[src/vcs_regs.vh]
// Constants for the VCO calibration sequencer and zero delay feedback select
//
// Summary of operation
// - Calibration runs only from divided reference clock
// - Power-up auto-load triggers automatic calibration
// - Auto calibration needs reference; else host restarts
// - First start bit commits on update strobe
// - Later starts need committed zero then one
// - Readable flag shows calibration finished
// - Sync held during tuning, then loop closes
// - Sync released without waiting for lock
// - Calibration clock is PFD divided by field
// - Calibration lasts exactly 4400 calibration clocks
// - Divider changes never start a calibration
// - Mode field 01 internal, 11 external feedback
// - Internal mode feeds channel divider 0 back
// - External mode feeds clock input pin back
// - Feedback channel field is committed and reported; routing uses divider 0
// - Programmable R and N path delays
`ifndef VCS_REGS_VH
`define VCS_REGS_VH

// Calibration length in calibration clock cycles
`define VCS_CAL_CYCLES 13'h1130
`define VCS_CAL_CNT_W 13
// Width of the R counter ratio
`define VCS_R_W 14
// Calibration divider field encodings
`define VCS_CALDIV_2 2'h0
`define VCS_CALDIV_4 2'h1
`define VCS_CALDIV_8 2'h2
`define VCS_CALDIV_16 2'h3
// Calibration divider ratios for each field code
`define VCS_RATIO_2 14'h0002
`define VCS_RATIO_4 14'h0004
`define VCS_RATIO_8 14'h0008
`define VCS_RATIO_16 14'h0010
// Reset value of the committed R ratio
`define VCS_R_RST 14'h0001
// Zero delay mode field encodings
`define VCS_ZD_INTERNAL 2'h1
`define VCS_ZD_EXTERNAL 2'h3
// Feedback channel default
`define VCS_FB_CHAN_RST 2'h0
// Path delay select width and line length
`define VCS_DLY_W 3
`define VCS_DLY_LEN 8

`endif
[src/vcs_cal_seq.v]
// VCO calibration sequencer with zero delay feedback routing
`timescale 1ns/10ps
`default_nettype none
`include "vcs_regs.vh"
module vcs_cal_seq (
	// Clock, reset, clock enable
	input wire CLK,
	input wire RST_N,
	input wire CE,
	// Reference input clock, sampled level
	input wire REFERENCE_INPUT_CLOCK,
	// Written settings (take effect on commit)
	input wire CAL_START_BIT,
	input wire [1:0] CAL_DIV_SEL,
	input wire [13:0] R_RATIO,
	// Register commit strobe
	input wire IO_UPDATE,
	// Nonvolatile store power-up load
	input wire AUTOLOAD_DONE,
	input wire AUTOLOAD_CAL_EN,
	// Zero delay configuration
	input wire [1:0] ZD_MODE,
	input wire [1:0] FB_CHAN_SEL,
	input wire [2:0] R_DELAY_SEL,
	input wire [2:0] N_DELAY_SEL,
	// Feedback sources
	input wire [3:0] CHAN_DIV_OUT,
	input wire CLK_PIN_IN,
	input wire VCO_FB_IN,
	// Status and control outputs
	output reg CAL_DONE,
	output reg CAL_BUSY,
	output reg SYNC_HOLD,
	output reg LOOP_OPEN,
	output reg FB_TO_NDIV,
	output reg [1:0] FB_CHAN_ACT,
	output reg ZD_EXT_ACT,
	output reg REF_PATH_TICK,
	output reg FB_PATH_TICK
);
	// ----------------------------------------
	// Declarations
	// ----------------------------------------
	// Sequence states; idle waits for a pending request,
	// sync clears both dividers and the cycle count,
	// tune counts calibration clocks with the outputs held,
	// release closes the loop and close ends the busy window
	localparam ST_IDLE = 3'h0;
	localparam ST_SYNC = 3'h1;
	localparam ST_TUNE = 3'h2;
	localparam ST_RELEASE = 3'h3;
	localparam ST_CLOSE = 3'h4;

	reg [2:0] state_reg;
	reg [2:0] state_next;
	reg start_act_reg;
	reg [1:0] cal_div_act_reg;
	reg [13:0] r_act_reg;
	reg ref_d_reg;
	reg fb_d_reg;
	reg req_reg;
	reg [`VCS_CAL_CNT_W-1:0] cal_cnt_reg;
	reg [`VCS_DLY_LEN-1:0] ref_line_reg;
	reg [`VCS_DLY_LEN-1:0] fb_line_reg;
	reg fb_mux;
	wire ref_edge;
	wire fb_edge;
	wire pfd_tick;
	wire cal_tick;
	wire div_clear;
	wire commit_rise;
	wire auto_req;

	// Calibration divider field to ratio
	function [13:0] cal_ratio;
		input [1:0] sel;
		begin
			if (sel == `VCS_CALDIV_2) begin
				cal_ratio = `VCS_RATIO_2;
			end else if (sel == `VCS_CALDIV_4) begin
				cal_ratio = `VCS_RATIO_4;
			end else if (sel == `VCS_CALDIV_8) begin
				cal_ratio = `VCS_RATIO_8;
			end else begin
				// Last code is the slowest ratio
				cal_ratio = `VCS_RATIO_16;
			end
		end
	endfunction

	// ----------------------------------------
	// Commit of written settings
	// ----------------------------------------
	// Start only on a committed 0 to 1 change of the start bit;
	// a commit of one over a committed one is ignored, so the
	// host must commit a zero between two calibrations
	assign commit_rise = IO_UPDATE & CAL_START_BIT & ~start_act_reg;
	// Automatic calibration after the power-up load
	assign auto_req = AUTOLOAD_DONE & AUTOLOAD_CAL_EN;

	// Active copies update only on the commit strobe
	always @(posedge CLK or negedge RST_N) begin
		if (!RST_N) begin
			start_act_reg <= 1'b0;
			cal_div_act_reg <= `VCS_CALDIV_16;
			r_act_reg <= `VCS_R_RST;
			FB_CHAN_ACT <= `VCS_FB_CHAN_RST;
			ZD_EXT_ACT <= 1'b0;
		end else if (CE) begin
			if (IO_UPDATE) begin
				start_act_reg <= CAL_START_BIT;
				cal_div_act_reg <= CAL_DIV_SEL;
				// A zero ratio is replaced by one, the reset value of the R ratio
				r_act_reg <= (R_RATIO == 14'h0000) ? `VCS_R_RST : R_RATIO;
				FB_CHAN_ACT <= FB_CHAN_SEL;
				ZD_EXT_ACT <= (ZD_MODE == `VCS_ZD_EXTERNAL);
			end
		end
	end

	// Pending request, held until the sequencer is idle;
	// divider setting changes alone never raise it.
	// A start that arrives during a calibration waits here
	// and runs once after the busy window; further starts
	// in the same window merge into that one request
	always @(posedge CLK or negedge RST_N) begin
		if (!RST_N) begin
			req_reg <= 1'b0;
		end else if (CE) begin
			if (commit_rise || auto_req) begin
				req_reg <= 1'b1;
			end else if (state_reg == ST_IDLE) begin
				req_reg <= 1'b0;
			end
		end
	end

	// ----------------------------------------
	// Calibration clock from the reference
	// ----------------------------------------
	// Rising edges of the sampled reference
	always @(posedge CLK or negedge RST_N) begin
		if (!RST_N) begin
			ref_d_reg <= 1'b0;
		end else if (CE) begin
			ref_d_reg <= REFERENCE_INPUT_CLOCK;
		end
	end
	// No reference edges means no progress; the reference must
	// stay below half the clock rate or edges are lost, and a
	// missing reference leaves the sequencer tuning indefinitely
	assign ref_edge = REFERENCE_INPUT_CLOCK & ~ref_d_reg;
	// Both dividers restart together so the first calibration
	// clock comes a full period after the sync step
	assign div_clear = (state_reg == ST_SYNC);

	// R counter gives the PFD rate
	vcs_div u_rdiv (
		.clk(CLK),
		.rst_n(RST_N),
		.ce(CE),
		.clear(div_clear),
		.tick_in(ref_edge),
		.ratio(r_act_reg),
		.tick_out(pfd_tick)
	);

	// Calibration divider from the PFD rate
	vcs_div u_caldiv (
		.clk(CLK),
		.rst_n(RST_N),
		.ce(CE),
		.clear(div_clear),
		.tick_in(pfd_tick),
		.ratio(cal_ratio(cal_div_act_reg)),
		.tick_out(cal_tick)
	);

	// ----------------------------------------
	// Sequencer
	// ----------------------------------------
	// Next state
	always @* begin
		state_next = state_reg;
		case (state_reg)
			ST_IDLE: begin
				if (req_reg) begin
					state_next = ST_SYNC;
				end
			end
			ST_SYNC: begin
				state_next = ST_TUNE;
			end
			ST_TUNE: begin
				// The tick that completes the last cycle ends tuning
				if (cal_tick && cal_cnt_reg == `VCS_CAL_CYCLES - 13'h0001) begin
					state_next = ST_RELEASE;
				end
			end
			ST_RELEASE: begin
				state_next = ST_CLOSE;
			end
			ST_CLOSE: begin
				state_next = ST_IDLE;
			end
			default: begin
				state_next = ST_IDLE;
			end
		endcase
	end

	// State, cycle count and status outputs
	always @(posedge CLK or negedge RST_N) begin
		if (!RST_N) begin
			state_reg <= ST_IDLE;
			cal_cnt_reg <= {`VCS_CAL_CNT_W{1'b0}};
			CAL_DONE <= 1'b0;
			CAL_BUSY <= 1'b0;
			SYNC_HOLD <= 1'b0;
			LOOP_OPEN <= 1'b0;
		end else if (CE) begin
			state_reg <= state_next;
			case (state_reg)
				ST_IDLE: begin
					if (req_reg) begin
						CAL_DONE <= 1'b0;
						CAL_BUSY <= 1'b1;
						SYNC_HOLD <= 1'b1;
						LOOP_OPEN <= 1'b1;
					end
				end
				ST_SYNC: begin
					cal_cnt_reg <= {`VCS_CAL_CNT_W{1'b0}};
				end
				ST_TUNE: begin
					if (cal_tick) begin
						cal_cnt_reg <= cal_cnt_reg + 13'h0001;
					end
					if (state_next == ST_RELEASE) begin
						// Outputs resume before lock
						SYNC_HOLD <= 1'b0;
						CAL_DONE <= 1'b1;
					end
				end
				ST_RELEASE: begin
					LOOP_OPEN <= 1'b0;
				end
				ST_CLOSE: begin
					CAL_BUSY <= 1'b0;
				end
				default: begin
					CAL_BUSY <= 1'b0;
				end
			endcase
		end
	end

	// ----------------------------------------
	// Zero delay feedback routing
	// ----------------------------------------
	// Feedback multiplexers into the N divider; modes 00 and 10
	// keep the normal VCO feedback. The mode is used live, so a
	// change takes effect without a commit. Only the outer and
	// inner selects are modelled; the committed channel number is
	// reported for the channel logic outside this block.
	always @* begin
		if (ZD_MODE == `VCS_ZD_INTERNAL) begin
			fb_mux = CHAN_DIV_OUT[0];
		end else if (ZD_MODE == `VCS_ZD_EXTERNAL) begin
			fb_mux = CLK_PIN_IN;
		end else begin
			fb_mux = VCO_FB_IN;
		end
	end

	// Registered feedback and its edge
	// The edge detector rests low, matching the reset value
	always @(posedge CLK or negedge RST_N) begin
		if (!RST_N) begin
			FB_TO_NDIV <= 1'b0;
			fb_d_reg <= 1'b0;
		end else if (CE) begin
			FB_TO_NDIV <= fb_mux;
			fb_d_reg <= FB_TO_NDIV;
		end
	end
	assign fb_edge = FB_TO_NDIV & ~fb_d_reg;

	// ----------------------------------------
	// R and N path delays
	// ----------------------------------------
	// Tapped delay lines on reference and feedback edges;
	// taps are whole clock cycles, so the finest step is one
	// clock and an edge closer than the line length to the next
	// one still appears as a separate tick
	always @(posedge CLK or negedge RST_N) begin
		if (!RST_N) begin
			ref_line_reg <= {`VCS_DLY_LEN{1'b0}};
			fb_line_reg <= {`VCS_DLY_LEN{1'b0}};
			REF_PATH_TICK <= 1'b0;
			FB_PATH_TICK <= 1'b0;
		end else if (CE) begin
			ref_line_reg <= {ref_line_reg[`VCS_DLY_LEN-2:0], ref_edge};
			fb_line_reg <= {fb_line_reg[`VCS_DLY_LEN-2:0], fb_edge};
			REF_PATH_TICK <= ref_line_reg[R_DELAY_SEL];
			FB_PATH_TICK <= fb_line_reg[N_DELAY_SEL];
		end
	end
endmodule
`default_nettype wire

[src/vcs_div.v]
// Enable-driven programmable divider producing one tick per N input ticks
`timescale 1ns/10ps
`default_nettype none
module vcs_div (
	// Clock and reset
	input wire clk,
	input wire rst_n,
	input wire ce,
	// Control
	input wire clear,
	input wire tick_in,
	input wire [13:0] ratio,
	// Output tick
	output reg tick_out
);
	reg [13:0] cnt_reg;

	// Count input ticks, pulse when ratio reached
	always @(posedge clk or negedge rst_n) begin
		if (!rst_n) begin
			cnt_reg <= 14'h0000;
			tick_out <= 1'b0;
		end else if (ce) begin
			tick_out <= 1'b0;
			if (clear) begin
				cnt_reg <= 14'h0000;
			end else if (tick_in) begin
				if (cnt_reg + 14'h0001 >= ratio) begin
					cnt_reg <= 14'h0000;
					tick_out <= 1'b1;
				end else begin
					cnt_reg <= cnt_reg + 14'h0001;
				end
			end
		end
	end
endmodule
`default_nettype wire

[config.mk]
export PLATFORM = sky130hd
export DESIGN_NAME = vcs_cal_seq
export DESIGN_NICKNAME = d
export VERILOG_FILES = /design/src/vcs_cal_seq.v /design/src/vcs_div.v
export VERILOG_INCLUDE_DIRS = /design/src
export SDC_FILE = /design/constraint.sdc
export NUM_CORES = 1
export LEC_CHECK = 0
export BUFFER_PORTS_ARGS = -buffer_cell sky130_fd_sc_hd__buf_2
export CAP_MARGIN = 20
export CORE_MARGIN = 2
export CORE_UTILIZATION = 55
export CTS_CLUSTER_DIAMETER = 80
export CTS_CLUSTER_SIZE = 24
export DETAILED_ROUTE_END_ITERATION = 12
export PLACE_DENSITY = 0.75
export REMOVE_ABC_BUFFERS = 1
export SLEW_MARGIN = 20
export SYNTH_ARGS = -nofsm -noshare
export SYNTH_HDL_FRONTEND = slang
export SYNTH_SLANG_ARGS = --single-unit
[constraint.sdc]
create_clock -name CLK -period 4.1 [get_ports CLK]
set_clock_uncertainty 0.1 [all_clocks]
set_input_delay 0.82 -clock CLK [delete_from_list [all_inputs] [get_ports CLK]]
set_output_delay 0.82 -clock CLK [all_outputs]
set_load 0.03 [all_outputs]
* After elaboration in Yosys (flattened, before gate mapping)
Cells that the tools add are included.
Operators by class: $add $sub $neg 3, order comparisons 4, equal/unequal tests 12, multiplexer cells 37, bitwise operators 9, reductions and logical operators 20
Operators by type and width (number):
- $mux 14 | 7
- $add 14x1->14 const B | 2
- $pmux 13 s2 | 1
- $mux 1 | 16
- $mux 5 | 3
- $ge 14x14->1 | 1
- $ge 14x5->1 | 1
- $logic_not 14->1 | 1
- $add 13x1->13 const B | 1
- $eq 13x13->1 const B | 1
- $mux 13 | 1
- $pmux 3 s4 | 1
- $reduce_bool 2->1 | 6
- $eq 3x2->1 const B | 3
- $reduce_and 3->1 | 3
- $lt 3x4->1 const B | 2
- $pmux 1 s2 | 4
- $reduce_and 2->1 | 4
- $bmux 1 s3 | 2
- $mux 3 | 2
- $and 1x1->1 | 5
- $eq 2x1->1 const B | 2
- $eq 2x2->1 const B | 2
- $ne 2x2->1 const B | 2
- 9 further kinds | 12
Word-level totals: flip-flop bits (word level) 92, output and inout bits 10, word-level logic and storage cells 108

* Depth between registers and ports, before layout
depth in word-level cells 8, mapped depth 12, depth with buffers taken out 11

* Cells and area by module
Synthesis repeated with hierarchy kept, for this count alone.
Second synthesis, totals: cell total of the unflattened synthesis 519, area, all modules 5361.4 um^2
Modules (own cells, without submodules):
- vcs_cal_seq | times used 1, cells each 240, area each 2876.5 um^2, seq. area each 1555.2 um^2
- vcs_div (u_caldiv) | times used 1, cells each 138, area each 1270.0 um^2, seq. area each 375.4 um^2
- vcs_div (u_rdiv) | times used 1, cells each 141, area each 1214.9 um^2, seq. area each 375.4 um^2

* Least setup slack after synthesis
Ideal clock, no wire load.
path type register to register, start register u_rdiv.cnt_reg[0], end register u_rdiv.cnt_reg[2], arrival time 2.914 ns, path slack 1.005 ns, cell stages (with the launch flop) 13, path buffers 1, cell sequence dfrtp_1 -> ha_1 -> inv_1 -> or3_1 -> and2_1 -> or2_2 -> ha_1 -> nor4_1 -> o21ai_0 -> a21oi_2 -> buf_4 -> nand3_1 -> a31oi_1
On the way: cells in the longest elaborated chain, start to end 5
Ends and longest elaborated chain:
- from (decl) | RTL line vcs_div.v:16 | reg [13:0] cnt_reg;
- from (signal assigned) | RTL line vcs_div.v:32 | cnt_reg <= cnt_reg + 14'h0001;
- $add 14x1->14 (*) | RTL line vcs_div.v:28, vcs_div.v:32
- $ge 14x14->1 | RTL line vcs_div.v:28 | if (cnt_reg + 14'h0001 >= ratio) begin
- $mux 14 (*) | RTL line vcs_div.v:28
- $mux 14 (*) | RTL line vcs_div.v:27 | end else if (tick_in) begin
- $mux 14 (*) | RTL line vcs_div.v:25 | if (clear) begin
Every way passes the cells marked *; elsewhere a longest branch is shown, timed or not. The select of a mux whose other input is x is not followed. A chain may end at the register's enable or synchronous reset.

* Worst setup path after layout
Ends and elaborated chain as after synthesis.

==> flow_metrics.tcl <==
set metrics [dict create \
    status "finished clean" \
    antenna_cells 0 \
    route.met3.wl_um 298 \
    cts_sinks 92 \
    arrival_ps 3630 \
    crit_path_end_kind "flop" \
    powerDensity_mw_per_mm2 415 \
    yosysSeqAreaShare 0.472 \
    first_pass_iters 5 \
    synthTopCellsByArea "dfrtp_1, mux2_2, ha_1" \
    root_buffer "clkbuf_8" \
    ctsHoldBuffers 0 \
    yosysTopAreaCell "dfrtp_1" \
    relSlewSlack 0.323 \
    dieArea_mm2 0.00965 \
    post-cts-setup-buffers 0 \
    cts_buffer_depth 2 \
    synth_cell_type_count 56 \
    syn-cell-area_mm2 0.00489 \
    clkLatencyLatePin_ps 360 \
    drive_gt1_frac 0.220 \
    routed.top_layer "met4" \
    cap_violations 0 \
    antenna_found_initial 0 \
    die_w_um 98.3 \
    drv_slew 0 \
    dpl.hpwl_um 6630 \
    grt_util_all_layers 0.213 \
    cts_inserted_buffers 9 \
    pre_cts_slack_ps 662 \
    drt-met1-wl_um 4210 \
    hold_path.class "reg2reg" \
    fin_total_pwr_mw 2.22 \
    placementRows 34 \
    fin_setup_tns_ps 0 \
    critPathKind "reg2reg" \
    ys.flop_type "dfrtp_1" \
    ir_worst_vdd_v 0.000284 \
    global_route.overflow_total 0 \
    async_flop_share 1.00 \
    drtIter0Drc 174 \
    r2r_slack_ps 640 \
    vias_per_cell 5.77 \
    die_h_um 98.3 \
    h-tree-depth 3 \
    fin_cells 612 \
    dr_wl_met2_um 4870 \
    finalCritPeriodShare 0.843 \
    cts_tree "done" \
    synth_top_area_frac 0.456 \
    fin_crit_ps 3460 \
    synth_cells 457 \
    port_buffers 46 \
    antenna_left 0 \
    critPathRequiredTime_ps 4270 \
    avgRoutedWirePerCell_um 15.5 \
    gp_congestion 0.837 \
    via_count 3532 \
    finalSetupViolCount 0 \
    core_area_mm2 0.00868 \
    clkTransAtPathRegs_ps 90 \
    hold_viol_final 0 \
    cts_resized 0 \
    crit_fanout 20 \
    grt_pass1_wl_um 16700 \
    fmax_ghz 0.289 \
    grt_pass1_vias 3636 \
    placedCellCount 596 \
    finalNetCount 560 \
    worst_pin_slew_ps 1010 \
    drc 0 \
    rsz0062_at_grt "false" \
    syn_to_final_growth_pct 9.53 \
    ys_warn_count 0 \
    avgSynthCellArea_um2 10.7 \
    io_pins 50 \
    ys_ff_latch 92 \
    grt_max_degree 93 \
    crit_path_start_kind "flop" \
    initial_utilization 0.563 \
    totalWireLength_um 9500 \
    p_leak_nw 2.50 \
    synth_edf_count 0 \
    setup_slack_ps 645 \
]
-- cells in the final DEF (no fill, tap or decap), types with 6 or more instances in the layout --
cell      instances
nor2_1           28
dfrtp_1          89
clkbuf_8          9
xor2_1           12
xnor2_1          16
buf_2            45
mux2i_1           6
nand3_1          17
inv_1            25
nand4_1          10
mux2_2           35
nand2_1          35
and2_1           12
nor3_1            6
ha_1             21
a32o_1            7
nand2b_1          7
o21ai_0          20
a21oi_1          11
a31oi_1           8
-- path summary, 6_finish.rpt --
path | startpoint | cells after the start | to
worst max-delay path | u_rdiv.cnt_reg[0] | 11 | u_rdiv.cnt_reg[2]
worst min-delay path | r_act_reg[0] | 2 | r_act_reg[0]
worst max register to register | u_rdiv.cnt_reg[0] | 11 | u_rdiv.cnt_reg[2]
worst min register to register | r_act_reg[0] | 2 | r_act_reg[0]
max in group asynchronous | RST_N | 1 | ref_line_reg[1]
min in group asynchronous | RST_N | 1 | cal_cnt_reg[11]
-- power by group --
part	switching [mW]	total, mW	internal, mW
clock network	0.308	0.528	0.220
logic	0.286	0.525	0.239
registers	0.121	1.17	1.05
-- per-layer routing --
metal  GRT usage  up-vias
met3      0.0472        8
met4      0.0548        0
li1            -     1744
met5           0        -
met2       0.362       50
met1       0.278     1730
-- kinds of logic (layout without fill, tap and decap cells) --
group / Yosys count / in the layout / share of synthesized area
DFF: 92 / 92 / 0.472
muxes: 45 / 45 / 0.111
and+or+nand+nor: 144 / 144 / 0.152
xor gates and xnor gates: 28 / 28 / 0.0502
adders and majority gates: 21 / 21 / 0.0538
buffers and inverters: 42 / 89 / 0.0351
AOI/OAI and AO/OA: 85 / 85 / 0.126
-- final cells by class --
class / count / area (um^2)
Clock buffer: 13 / 139
Clock inverter: 3 / 17.5
Fill cell: 743 / 3330
Inverter: 25 / 93.8
Multi-Input combinational cell: 323 / 2410
Sequential cell: 92 / 2310
Tap cell: 108 / 135
Timing Repair Buffer: 48 / 251
-- synth_stat cells (8+ instances only) --
cell,n
ha_1,21
and2_1,12
xor2_1,12
nand4_1,10
nand2_1,35
a31oi_1,8
inv_1,25
xnor2_1,16
nand3_1,17
clkbuf_1,10
dfrtp_1,89
o21ai_0,20
mux2_2,35
a21oi_1,11
nor2_1,28
-- through the flow --
step                      instance area, um^2  utilization  hold slack [ps]
after floorplan                          4810            -              361
after global placement                   5190        0.598              363
after detailed placement                 5190        0.598              383
after CTS                                5350        0.616              396
after global routing                     5350        0.617              412
final                                    5350        0.617              393
-- worst max-delay path, cell delays in order (launching register included) --
cell and delay, ps:
dfrtp_1 470, ha_1 290, inv_1 70, or3_1 430, nor2_1 150, xnor2_1 160, ha_1 290, a21o_1 190
a21oi_1 170, o41a_1 660, nand3_1 170, a31oi_1 210
No activity file was read; power rests on OpenSTA's default activity.
